--- src/common/bbc_pkg.sv ---
// package of the backlight brightness engine: constants, register map and state types
// Functional notes
// - a dimming-enable bit switches the linear ramp on or off.
// - with dimming on, a change takes 400 to 600 ms end to end.
// - the ramp advances in equal time steps, so brightness moves linearly.
// - rising and falling changes use the same ramp shape.
// - ramps under 500 ms hold each step; longer ramps step without holding.
// - two-bit adaptive mode; 00 off, 01/10/11 user-interface, still, moving content.
// - adaptation raises gray scale while lowering backlight by the same ratio.
// - output brightness is manual level times the adaptive ratio, before flooring.
// - a joint adaptive and manual change ends within both ramp times summed.
// - while adapting, output never drops below the adaptive floor level.
// - the floor does not limit a manual level set below it.
// - with backlight control disabled the floor level is ignored.
// - reading the floor always returns the last written floor value; a soft reset sets it back to FLOOR_RST instead.
// - the floor is an eight-bit level on a full scale of 255.
// - the floor leaves smooth transitions and the dimming ramp working.
// - gray processing may continue while the floor blocks further dimming.
// - adaptation keeps working when only part of the image is updated.
// - the floor is one eight-bit value with its own write and read.
// - manual brightness is an eight-bit value with its own write and read.
package bbc_pkg;

  // ************************************************************
  // clock and ramp timing
  // ************************************************************
  localparam int CLK_HZ        = 125_000_000;
  localparam int CYC_PER_MS    = CLK_HZ / 1000;
  localparam int DIM_MIN_MS    = 400;
  localparam int DIM_MAX_MS    = 600;
  localparam int HOLD_LIMIT_MS = 500;
  localparam int RAMP_TIME_MS  = 500;
  localparam int RAMP_CYC      = RAMP_TIME_MS * CYC_PER_MS;
  localparam int STEPS_LOG2_HOLD = 4;
  localparam int STEPS_LOG2_FINE = 8;

  // ************************************************************
  // register map (byte addresses) and field positions
  // ************************************************************
  localparam logic [7:0] ADDR_MANUAL = 8'h00;
  localparam logic [7:0] ADDR_CTRL   = 8'h04;
  localparam logic [7:0] ADDR_MODE   = 8'h08;
  localparam logic [7:0] ADDR_FLOOR  = 8'h0c;
  localparam logic [7:0] ADDR_STATUS = 8'h10;
  localparam int CTRL_BL_BIT    = 2;
  localparam int CTRL_DIM_BIT   = 3;
  localparam int CTRL_BACKLIGHT_CONTROL_ENABLE_BIT = 5;
  localparam int ST_RAMP_BIT    = 8;
  localparam int ST_ADAPT_BIT   = 9;
  localparam int ST_FLOOR_BIT   = 10;
  localparam int ST_CRAMP_BIT   = 11;

  // ************************************************************
  // reset values and scale
  // ************************************************************
  localparam logic [7:0] MANUAL_RST = 8'h00;
  localparam logic [7:0] FLOOR_RST  = 8'h00;
  localparam logic [1:0] MODE_RST   = 2'h0;
  localparam logic [7:0] FULL_SCALE = 8'hff;

  typedef enum logic [1:0] {
    BBC_MODE_OFF    = 2'b00,
    BBC_MODE_UI     = 2'b01,
    BBC_MODE_STILL  = 2'b10,
    BBC_MODE_MOVING = 2'b11
  } bbc_mode_t;

  typedef struct packed {
    logic        active;
    logic [7:0]  cur;
    logic [7:0]  start;
    logic [7:0]  tgt;
    logic [8:0]  k;
    logic [31:0] cnt;
  } bbc_ramp_st_t;

  typedef struct packed {
    logic [7:0] level;
    logic       hit;
  } bbc_scale_st_t;

  typedef struct packed {
    logic [7:0]  manual;
    logic        bl_on;
    logic        dim_en;
    logic        backlight_control_enable;
    bbc_mode_t   mode;
    logic [7:0]  floor_lvl;
    logic        wr_pend;
    logic [7:0]  wr_addr;
    logic [31:0] rdata;
  } bbc_regs_t;

endpackage

--- src/rtl/bbc_top.sv ---
// backlight brightness engine: ahb-lite registers, ramps, adaptive scaling
//
// Added by the designer: the AHB-Lite interface to the registers and the register addresses.
`timescale 1ns/1ps
module bbc_top
  import bbc_pkg::*;
#(
  parameter int RAMP_MS  = RAMP_TIME_MS,
  parameter int RAMP_CYCLES = RAMP_MS * CYC_PER_MS
) (
  input  wire logic        hclk,
  input  wire logic        hresetn,
  input  wire logic        soft_reset,
  input  wire logic        hsel,
  input  wire logic [31:0] haddr,
  input  wire logic [1:0]  htrans,
  input  wire logic        hwrite,
  input  wire logic [2:0]  hsize,
  input  wire logic [31:0] hwdata,
  input  wire logic        hready,
  output logic [31:0]      hrdata,
  output logic             hreadyout,
  output logic             hresp,
  input  wire logic        sleep_in,
  input  wire logic [7:0]  content_ratio,
  output logic [1:0]       adaptive_mode,
  output logic             adapt_active,
  output logic [7:0]       gray_gain,
  output logic [7:0]       backlight_level
);

  // short ramps step coarsely and hold each level; long ones step finely
  localparam int STEPS_LOG2 = (RAMP_MS < HOLD_LIMIT_MS) ? STEPS_LOG2_HOLD : STEPS_LOG2_FINE;
  localparam int SLOT_CYC   = RAMP_CYCLES >> STEPS_LOG2;

  bbc_regs_t  rg_r;
  bbc_regs_t  rg_nxt;
  logic       addr_ok;
  logic [7:0] man_lvl;
  logic [7:0] ratio_lvl;
  logic [7:0] ratio_tgt;
  logic       man_busy;
  logic       ratio_busy;
  logic       floor_hit;
  logic       adapt_on;
  logic [31:0] rd_word;

  // ************************************************************
  // bus slave: zero wait states, always okay
  // ************************************************************
  assign hreadyout = 1'b1;
  assign hresp     = 1'b0;
  assign addr_ok   = hsel && hready && htrans[1];

  // register read mux, sampled in the address phase so hrdata is a flop
  always_comb begin
    rd_word = 32'h0;
    unique case (haddr[7:0])
      ADDR_MANUAL: rd_word[7:0] = rg_r.manual;
      ADDR_CTRL: begin
        rd_word[CTRL_BL_BIT]    = rg_r.bl_on;
        rd_word[CTRL_DIM_BIT]   = rg_r.dim_en;
        rd_word[CTRL_BACKLIGHT_CONTROL_ENABLE_BIT] = rg_r.backlight_control_enable;
      end
      ADDR_MODE:   rd_word[1:0] = rg_r.mode;
      // floor reads back as written, in any mode or sleep state
      ADDR_FLOOR:  rd_word[7:0] = rg_r.floor_lvl;
      ADDR_STATUS: begin
        rd_word[7:0]          = backlight_level;
        rd_word[ST_RAMP_BIT]  = man_busy;
        rd_word[ST_ADAPT_BIT] = adapt_on;
        rd_word[ST_FLOOR_BIT] = floor_hit;
        rd_word[ST_CRAMP_BIT] = ratio_busy;
      end
      default:     rd_word = 32'h0;
    endcase
    if (haddr[31:8] != 24'h0) begin
      rd_word = 32'h0;
    end
  end

  // ************************************************************
  // register state: address phase capture, data phase write
  // ************************************************************
  always_comb begin
    rg_nxt         = rg_r;
    rg_nxt.wr_pend = 1'b0;
    if (rg_r.wr_pend) begin
      unique case (rg_r.wr_addr)
        ADDR_MANUAL: rg_nxt.manual = hwdata[7:0];
        ADDR_CTRL: begin
          rg_nxt.bl_on  = hwdata[CTRL_BL_BIT];
          rg_nxt.dim_en = hwdata[CTRL_DIM_BIT];
          rg_nxt.backlight_control_enable  = hwdata[CTRL_BACKLIGHT_CONTROL_ENABLE_BIT];
        end
        ADDR_MODE:  rg_nxt.mode      = bbc_mode_t'(hwdata[1:0]);
        ADDR_FLOOR: rg_nxt.floor_lvl = hwdata[7:0];
        default:    rg_nxt.floor_lvl = rg_r.floor_lvl;
      endcase
    end
    if (addr_ok) begin
      rg_nxt.wr_pend = hwrite && (haddr[31:8] == 24'h0);
      rg_nxt.wr_addr = haddr[7:0];
      rg_nxt.rdata   = hwrite ? 32'h0 : rd_word;
    end
    if (soft_reset) begin
      // software reset returns every control to its default
      rg_nxt           = '0;
      rg_nxt.manual    = MANUAL_RST;
      rg_nxt.floor_lvl = FLOOR_RST;
      rg_nxt.mode      = bbc_mode_t'(MODE_RST);
    end
  end

  always_ff @(posedge hclk or negedge hresetn) begin
    if (!hresetn) begin
      rg_r           <= '0;
      rg_r.manual    <= MANUAL_RST;
      rg_r.floor_lvl <= FLOOR_RST;
      rg_r.mode      <= bbc_mode_t'(MODE_RST);
    end else begin
      rg_r <= rg_nxt;
    end
  end

  assign hrdata = rg_r.rdata;

  // ************************************************************
  // adaptation: off in mode 00, in sleep-in, or with control disabled
  // ************************************************************
  assign adapt_on  = (rg_r.mode != BBC_MODE_OFF) && !sleep_in && rg_r.backlight_control_enable;
  // the ratio follows the content analysis for whole or partial frames alike
  assign ratio_tgt = adapt_on ? content_ratio : FULL_SCALE;

  // manual level ramps only when dimming is enabled
  bbc_ramp #(
    .STEPS_LOG2 (STEPS_LOG2),
    .SLOT_CYC   (SLOT_CYC)
  ) u_man_ramp (
    .hclk    (hclk),
    .hresetn (hresetn),
    .clr     (soft_reset),
    .en      (rg_r.dim_en),
    .target  (rg_r.manual),
    .level   (man_lvl),
    .busy    (man_busy)
  );

  // adaptive ratio always moves smoothly; both ramps run side by side, so
  // a joint change ends no later than the two ramp times added
  bbc_ramp #(
    .STEPS_LOG2 (STEPS_LOG2),
    .SLOT_CYC   (SLOT_CYC)
  ) u_ratio_ramp (
    .hclk    (hclk),
    .hresetn (hresetn),
    .clr     (soft_reset),
    .en      (1'b1),
    .target  (ratio_tgt),
    .level   (ratio_lvl),
    .busy    (ratio_busy)
  );

  // floor acts after both ramps, so it never interrupts either one
  bbc_scale u_scale (
    .hclk      (hclk),
    .hresetn   (hresetn),
    .clr       (soft_reset),
    .on        (rg_r.backlight_control_enable),
    .floor_en  (adapt_on),
    .manual    (man_lvl),
    .ratio     (ratio_lvl),
    .floor_lvl (rg_r.floor_lvl),
    .level     (backlight_level),
    .floor_hit (floor_hit)
  );

  // ************************************************************
  // pixel side: gray gain is the same ratio the backlight loses
  // ************************************************************
  // gain keeps tracking even while the floor holds the backlight still
  assign gray_gain     = ratio_lvl;
  assign adaptive_mode = rg_r.mode;
  assign adapt_active  = adapt_on;

endmodule

--- src/rtl/bbc_ramp.sv ---
// linear brightness ramp from the present level to a new target
`timescale 1ns/1ps
module bbc_ramp
  import bbc_pkg::*;
#(
  parameter int STEPS_LOG2 = STEPS_LOG2_FINE,
  parameter int SLOT_CYC   = RAMP_CYC >> STEPS_LOG2_FINE
) (
  input  wire logic       hclk,
  input  wire logic       hresetn,
  input  wire logic       clr,
  input  wire logic       en,
  input  wire logic [7:0] target,
  output logic [7:0]      level,
  output logic            busy
);

  localparam logic [8:0]  STEPS    = 9'(1 << STEPS_LOG2);
  localparam logic [31:0] SLOT_END = 32'((SLOT_CYC < 1) ? 0 : SLOT_CYC - 1);

  bbc_ramp_st_t st_r;
  bbc_ramp_st_t st_nxt;
  logic signed [9:0]  diff;
  logic signed [20:0] prod;
  logic signed [20:0] sum;
  logic [8:0]         kn;

  // ************************************************************
  // next state: restart on a new target, one equal slot per step
  // ************************************************************
  always_comb begin
    st_nxt = st_r;
    kn     = st_r.k + 9'h001;
    diff   = $signed({2'b00, st_r.tgt}) - $signed({2'b00, st_r.start});
    // widen both factors first so the product cannot wrap at ten bits
    prod   = $signed({{11{diff[9]}}, diff}) * $signed({12'h000, kn});
    sum    = $signed({13'h0000, st_r.start}) + (prod >>> STEPS_LOG2);
    if (clr) begin
      st_nxt = '0;
    end else if (!en) begin
      // without dimming the new level lands at once
      st_nxt.active = 1'b0;
      st_nxt.cur    = target;
      st_nxt.tgt    = target;
    end else if (target != st_r.tgt) begin
      // retarget from wherever the ramp stands now, same shape both ways
      st_nxt.start  = st_r.cur;
      st_nxt.tgt    = target;
      st_nxt.k      = 9'h000;
      st_nxt.cnt    = 32'h0;
      st_nxt.active = (target != st_r.cur);
    end else if (st_r.active) begin
      if (st_r.cnt >= SLOT_END) begin
        // equal slots; a coarse step count leaves each level standing a while
        st_nxt.cnt = 32'h0;
        st_nxt.k   = kn;
        st_nxt.cur = sum[7:0];
        if (kn == STEPS) begin
          st_nxt.cur    = st_r.tgt;
          st_nxt.active = 1'b0;
        end
      end else begin
        st_nxt.cnt = st_r.cnt + 32'h1;
      end
    end
  end

  always_ff @(posedge hclk or negedge hresetn) begin
    if (!hresetn) begin
      st_r <= '0;
    end else begin
      st_r <= st_nxt;
    end
  end

  assign level = st_r.cur;
  assign busy  = st_r.active;

endmodule

--- src/rtl/bbc_scale.sv ---
// product of manual level and adaptive ratio, with the adaptive floor
`timescale 1ns/1ps
module bbc_scale
  import bbc_pkg::*;
(
  input  wire logic       hclk,
  input  wire logic       hresetn,
  input  wire logic       clr,
  input  wire logic       on,
  input  wire logic       floor_en,
  input  wire logic [7:0] manual,
  input  wire logic [7:0] ratio,
  input  wire logic [7:0] floor_lvl,
  output logic [7:0]      level,
  output logic            floor_hit
);

  bbc_scale_st_t st_r;
  bbc_scale_st_t st_nxt;
  logic [15:0]   prod;
  logic [15:0]   quot;
  logic [7:0]    lim;

  // ************************************************************
  // level = manual * ratio / full scale, then clamp at the floor
  // ************************************************************
  always_comb begin
    prod   = manual * ratio;
    quot   = prod / {8'h00, FULL_SCALE};
    // a manual level under the floor is kept, so the floor never lifts it
    lim    = (manual < floor_lvl) ? manual : floor_lvl;
    st_nxt = '0;
    if (clr || !on) begin
      st_nxt = '0;
    end else if (floor_en && quot[7:0] < lim) begin
      st_nxt.level = lim;
      st_nxt.hit   = 1'b1;
    end else begin
      st_nxt.level = quot[7:0];
    end
  end

  always_ff @(posedge hclk or negedge hresetn) begin
    if (!hresetn) begin
      st_r <= '0;
    end else begin
      st_r <= st_nxt;
    end
  end

  assign level     = st_r.level;
  assign floor_hit = st_r.hit;

endmodule

--- config.mk ---
export PLATFORM = sky130hd
export DESIGN_NAME = bbc_top
export DESIGN_NICKNAME = d
export VERILOG_FILES = /design/src/common/bbc_pkg.sv /design/src/rtl/bbc_top.sv /design/src/rtl/bbc_ramp.sv /design/src/rtl/bbc_scale.sv
export SDC_FILE = /design/constraint.sdc
export NUM_CORES = 1
export LEC_CHECK = 0
export ABC_AREA = 1
export BUFFER_PORTS_ARGS = -buffer_cell sky130_fd_sc_hd__buf_4
export CORE_MARGIN = 5
export CORE_UTILIZATION = 35
export CTS_CLUSTER_SIZE = 8
export DETAILED_ROUTE_END_ITERATION = 6
export GPL_TIMING_DRIVEN = 0
export PLACE_DENSITY_LB_ADDON = 0.1
export REMOVE_ABC_BUFFERS = 1
export SLEW_MARGIN = 20
export SYNTH_ARGS = -nofsm -noshare
export SYNTH_HDL_FRONTEND = slang
export SYNTH_SLANG_ARGS = --single-unit
--- constraint.sdc ---
create_clock -name hclk -period 25.4 [get_ports hclk]
set_input_delay 1.27 -clock hclk [delete_from_list [all_inputs] [get_ports hclk]]
set_output_delay 1.27 -clock hclk [all_outputs]
set_load 0.02 [all_outputs]
; ---- After elaboration in Yosys (flattened, before gate mapping)
; Cells that the tools add are included.
[totals]
output_inout_bits = 53
regBits = 203
[op_classes]
reduce_logical = 39
addsub = 8
eq_ne = 18
multipliers = 3
div = 1
muxes = 46
order_cmp = 4
[ops]
columns = operator, count
row1 = two-way mux 41 bit, 6
row2 = two-way mux 66 bit, 2
row3 = two-way mux 32 bit, 3
row4 = two-way mux 9 bit, 10
row5 = two-way mux 8 bit, 9
row6 = "adder 32 x 1 -> 32 bit, second input constant", 2
row7 = "greater-or-equal comparator 32 x 18 -> 1 bit, second input constant", 2
row8 = two-way mux 62 bit, 1
row9 = "== test 8 x 4 -> 1 bit, second input constant", 4
row10 = multiplier 9 x 10 -> 16 bit, 2
row11 = two-way mux 16 bit, 2
row12 = != test 8 bit, 4
row13 = zero test 24 bit, 1
row14 = nonzero test 2 bit, 12
row15 = nonzero test 24 bit, 1
row16 = two-way mux 21 bit, 1
row17 = "adder 9 x 1 -> 9 bit, second input constant", 2
row18 = "== test 9 bit, second input constant", 2
row19 = subtractor 8 x 8 -> 9 bit, 2
row20 = adder 8 bit, 2
row21 = "divider 16 x 8 -> 16 bit, second input constant", 1
row22 = "== test 8 x 3 -> 1 bit, second input constant", 2
row23 = zero test 8 bit, 2
row24 = less-than comparator 8 bit, 2
row25 = other kinds (20), 42

; ---- Longest topological paths before layout
[logic_depth]
depth_word = 9
depth_mapped = 78
mapped_depth_nobuf = 75

; ---- Cells and area by module
; A second synthesis with hierarchy kept.
[hier_totals]
cells_unflattened = 2946
area_unflattened_um2 = 21061.4
[modules_own_cells]
columns = mod, area_per_inst_um2, cells_each, n_inst, seq_area_each_um2
row1 = bbc_ramp (u_man_ramp), 6538.8, 839, 1, 1651.6
row2 = bbc_ramp (u_ratio_ramp), 6487.5, 829, 1, 1651.6
row3 = bbc_scale, 5372.7, 902, 1, 225.2
row4 = bbc_top, 2662.6, 376, 1, 1051.0

; ---- Least setup slack after synthesis
; Ideal clock, no wire load.
[synth_timing]
kind = register to register
start = register u_ratio_ramp.st_r, in the netlist u_ratio_ramp.level[7]
end = register u_scale.st_r, in the netlist u_scale.level[6]
arrival_ns = 8.769
setup_time_ns = 0.119
stages_incl_launch_ff = 70
setup_slack_ns = 16.512
n_path_buf = 3
cell_sequence = dfrtp_1 clkbuf_1 nand2_1 fa_1 fa_1 inv_1 fa_1 inv_1 fa_1 inv_1 ha_1 nand2_1 nand2_1 a21oi_1 nand3_1 nand2_2 nand2_1 nor2_2 [34 not listed] ha_1 nand3_1 inv_1 nand3_1 nand2_1 nor2_1 nor2_1 nor2_2 nand4_1 nand2_1 nand2_1 nand2_1 nand2_1 nand2_2 buf_6 nand3_1 nand2_1 nor2_1
[synth_lines]
columns = item, line_no
row1 = start: declaration, bbc_ramp.sv:21  ; bbc_ramp_st_t st_r;
row2 = start signal: assignment, bbc_ramp.sv:72  ; st_r <= st_nxt;
row3 = end signal: assignment, bbc_scale.sv:47  ; st_r <= st_nxt;
row4 = end: declaration, bbc_scale.sv:18  ; bbc_scale_st_t st_r;

==> results.py <==
metrics = {
    "run_status": {
        "status": "finished clean",
    },
    "worst_setup_path": {
        "cp_data_required_time_ns": 25.73,
        "cpPeakStageDelay_ns": 0.69,
        "critPathSlowestCell": "dfrtp_1",
        "cp_common_cell": "nand2_1",
        "worstSetupStartpointType": "register",
        "endpoint_kind": "register",
        "worst-setup-path-type": "register to register",
        "crit_fanout": 17,
        "critPathArrivalTime_ns": 11.14,
    },
    "grt": {
        "grt_max_degree": 82,
        "grt_usage_pct": 17.3,
        "grt_pass1_vias": 16800,
        "gr-total-overflow": 0,
        "antenna_found_initial": 0,
        "grt_pass1_wl_um": 85600,
    },
    "timing": {
        "rsz0062_at_grt": "false",
        "maxSlewHeadroom_pct": 32.3,
        "max_freq_mhz": 92.5,
        "slew_violations": 0,
        "fin_crit_sh_pct": 42.6,
        "min_period_ns": 10.81,
        "tightest_slew_ns": 1.01,
        "setup_viol": 0,
        "hold_viol_final": 0,
        "fin_tns_setup_ns": 0,
        "finClkSkew_ns": 0.0135,
    },
    "cells_and_area": {
        "drive_gt1_share_pct": 7.55,
        "nets": 3081,
        "diodes": 0,
        "syn_to_final_growth_pct": 9.37,
        "fin_cells": 3462,
    },
    "route": {
        "antenna_left": 0,
        "wl_met3_um": 1320,
        "num_vias": 16500,
        "wl_met2_um": 25200,
        "dr.max_layer_used": "met4",
        "route.detailed.drc": 0,
        "dr.first_iter.drc_count": 889,
        "avgRoutedWirePerCell_um": 14.8,
        "wl_um": 51200,
        "wl_met1_um": 23800,
        "via_per_inst": 4.77,
        "first_pass_iters": 5,
    },
    "clock_network": {
        "clock_latency_ns": 0.45,
        "cts_root_buffer": "clkbuf_16",
        "clkTransAtPathRegs_ns": 0.08,
        "post_cts_buffers": 0,
        "clock_tree.buffer_depth": 2,
        "cts.sinks": 183,
        "cts_hold_buf": 0,
        "cts_buffers": 17,
        "htreeDepth": 4,
        "post_cts_resized": 0,
        "cts_tree": "yes",
    },
    "synthesis": {
        "ys_seq_area_share_pct": 23.5,
        "synth-edff-count": 0,
        "yosys-top-cells-area": "dfrtp_1 24%, fa_1 14%, nand2_1 12%, inv_1 11%, ha_1 10%",
        "synth_area_um2": 19500,
        "syn_area_per_cell_um2": 7.31,
        "yosys.area.top_type": "dfrtp_1",
        "ys.flop_type": "dfrtp_1",
        "synth_top_area_share_pct": 23.5,
        "netlist_instances": 2662,
        "yosys_warnings": 0,
        "yosysUniqueCellTypes": 55,
        "async_reset_ff_share_pct": 100,
        "ys_ff_latch": 183,
    },
    "placement": {
        "place_hpwl_um": 42100,
        "finalWeightedCongestion": 0.843,
        "post-place-cells": 3431,
        "portBuffers": 86,
    },
    "power_and_ir_drop": {
        "power.leakage_nw": 11.3,
        "power_density_nw_per_um2": 32.3,
        "ir_drop_uv": 48.4,
    },
    "floorplan": {
        "die-area_um2": 60400,
        "die_w_um": 246,
        "ios": 137,
        "rows": 86,
        "core-area_um2": 55100,
        "die_h_um": 246,
        "start_util_pct": 35.3,
    },
    "flow_run": {
        "max_cap_viol_count": 0,
    },
    "min_path": {
        "min_path_type": "register to register",
    },
}
[logic make-up (layout without fill, tap and decap cells)]
| logic type | Yosys count | after routing | synth area share [%] |
|---|---|---|---|
| simple gates | 1101 | 1101 | 24.6 |
| compound gates | 322 | 322 | 9.75 |
| xor+xnor | 84 | 84 | 3.78 |
| other cells | 2 | 22 | 0.0386 |
| flops | 183 | 183 | 23.5 |
| buf+inv | 675 | 707 | 14.0 |
| fa+ha+maj | 295 | 295 | 24.3 |
[power breakdown]
part           total (mW)  switching, mW  internal (mW)
Sequential          0.304        0.00847          0.296
Clock               0.262          0.129          0.134
Combinational       0.120         0.0788         0.0409
Total               0.686          0.216          0.470
[metal layers]
metal / global-route usage (%) / vias to the layer above
met5: 0 / -
met4: 4.30 / 0
met3: 1.34 / 44
met2: 30.5 / 276
met1: 23.1 / 7858
li1: - / 8336
[synth_stat cells, types with 9 or more instances]
| cell | n |
|---|---|
| nand2_1 | 599 |
| inv_1 | 575 |
| nor2_1 | 204 |
| dfrtp_1 | 183 |
| ha_1 | 157 |
| fa_1 | 138 |
| nand3_1 | 125 |
| o21ai_0 | 107 |
| a21oi_1 | 95 |
| xor2_1 | 63 |
| buf_4 | 44 |
| nand4_1 | 42 |
| o22ai_1 | 38 |
| clkbuf_1 | 37 |
| nor3_1 | 37 |
| or2_2 | 22 |
| xnor2_1 | 21 |
| nor4_1 | 20 |
| nand2_2 | 12 |
| inv_2 | 10 |
| o211ai_1 | 9 |
[state kept, by name, indices dropped and copies added, names as in the netlist]
name                flops
u_ratio_ramp.st_r      57
u_man_ramp.busy         1
u_ratio_ramp.busy       1
u_man_ramp.level        8
hrdata                 12
adaptive_mode           2
u_man_ramp.st_r        57
u_ratio_ramp.level      8
rg_r                   28
u_scale.level           8
u_scale.floor_hit       1
[critical path, delay by kind of cell (launching register included)]
family / cells / cell delay, ns
and+or+nand+nor: 53 / 6.27
adders and majority gates: 6 / 2.73
DFF: 1 / 0.69
AOI/OAI and AO/OA: 2 / 0.53
buffers and inverters: 7 / 0.42
[area by class of cell]
| class | instances | area [µm²] |
|---|---|---|
| Timing Repair Buffer | 90 | 723 |
| Clock buffer | 19 | 453 |
| Inverter | 586 | 2200 |
| Clock inverter | 12 | 119 |
| Multi-Input combinational cell | 1824 | 12300 |
| Fill cell | 5864 | 33800 |
| Tap cell | 748 | 936 |
| Sequential cell | 183 | 4580 |
[cells in the final DEF, fill, tap and decap left out, types with 6 or more instances in the layout]
master       n
nand2_1    599
inv_1      574
nor2_1     203
dfrtp_1    183
ha_1       157
fa_1       138
nand3_1    125
o21ai_0    107
a21oi_1     93
buf_4       87
xor2_1      63
nand4_1     42
o22ai_1     38
nor3_1      35
or2_2       22
conb_1      22
xnor2_1     21
nor4_1      19
clkbuf_16   17
nand2_2     12
inv_2       11
o211ai_1     9
o21bai_1     8
o21ai_1      8
nor2_2       8
a22oi_1      8
a31oi_1      7
nand3_2      6
o2111ai_1    6
[stage by stage]
| step | total power [mW] | cell area, µm² | setup WS, ns | hold WS [ns] | utilization [%] |
|---|---|---|---|---|---|
| 2_1_floorplan | 0.385 | 19000 | 16.30 | 0.445 | - |
| 3_3_place_gp | 0.429 | 20600 | 14.67 | 0.469 | 37.4 |
| 3_5_place_dp | 0.432 | 20700 | 14.54 | 0.480 | 37.6 |
| 4_1_cts | 0.697 | 21300 | 14.50 | 0.496 | 38.6 |
| 5_1_grt | 0.725 | 21300 | 13.25 | 0.520 | 38.6 |
| 6_report | 0.686 | 21300 | 14.59 | 0.494 | 38.6 |
[final timing paths]
kind | startpoint | end | slack, ns | cells past startpoint
max in group asynchronous | hresetn | u_ratio_ramp.st_r[20] | 23.59 | 3
worst max register to register | u_ratio_ramp.level[7] | u_scale.level[6] | 14.59 | 68
worst min register to register | u_ratio_ramp.st_r[17] | u_ratio_ramp.st_r[17] | 0.49 | 2
worst max-delay path | u_ratio_ramp.level[7] | u_scale.level[6] | 14.59 | 68
worst min-delay path | u_ratio_ramp.st_r[17] | u_ratio_ramp.st_r[17] | 0.49 | 2
min in group asynchronous | hresetn | u_man_ramp.level[6] | 0.71 | 1
(Power assumes the default switching activity.)
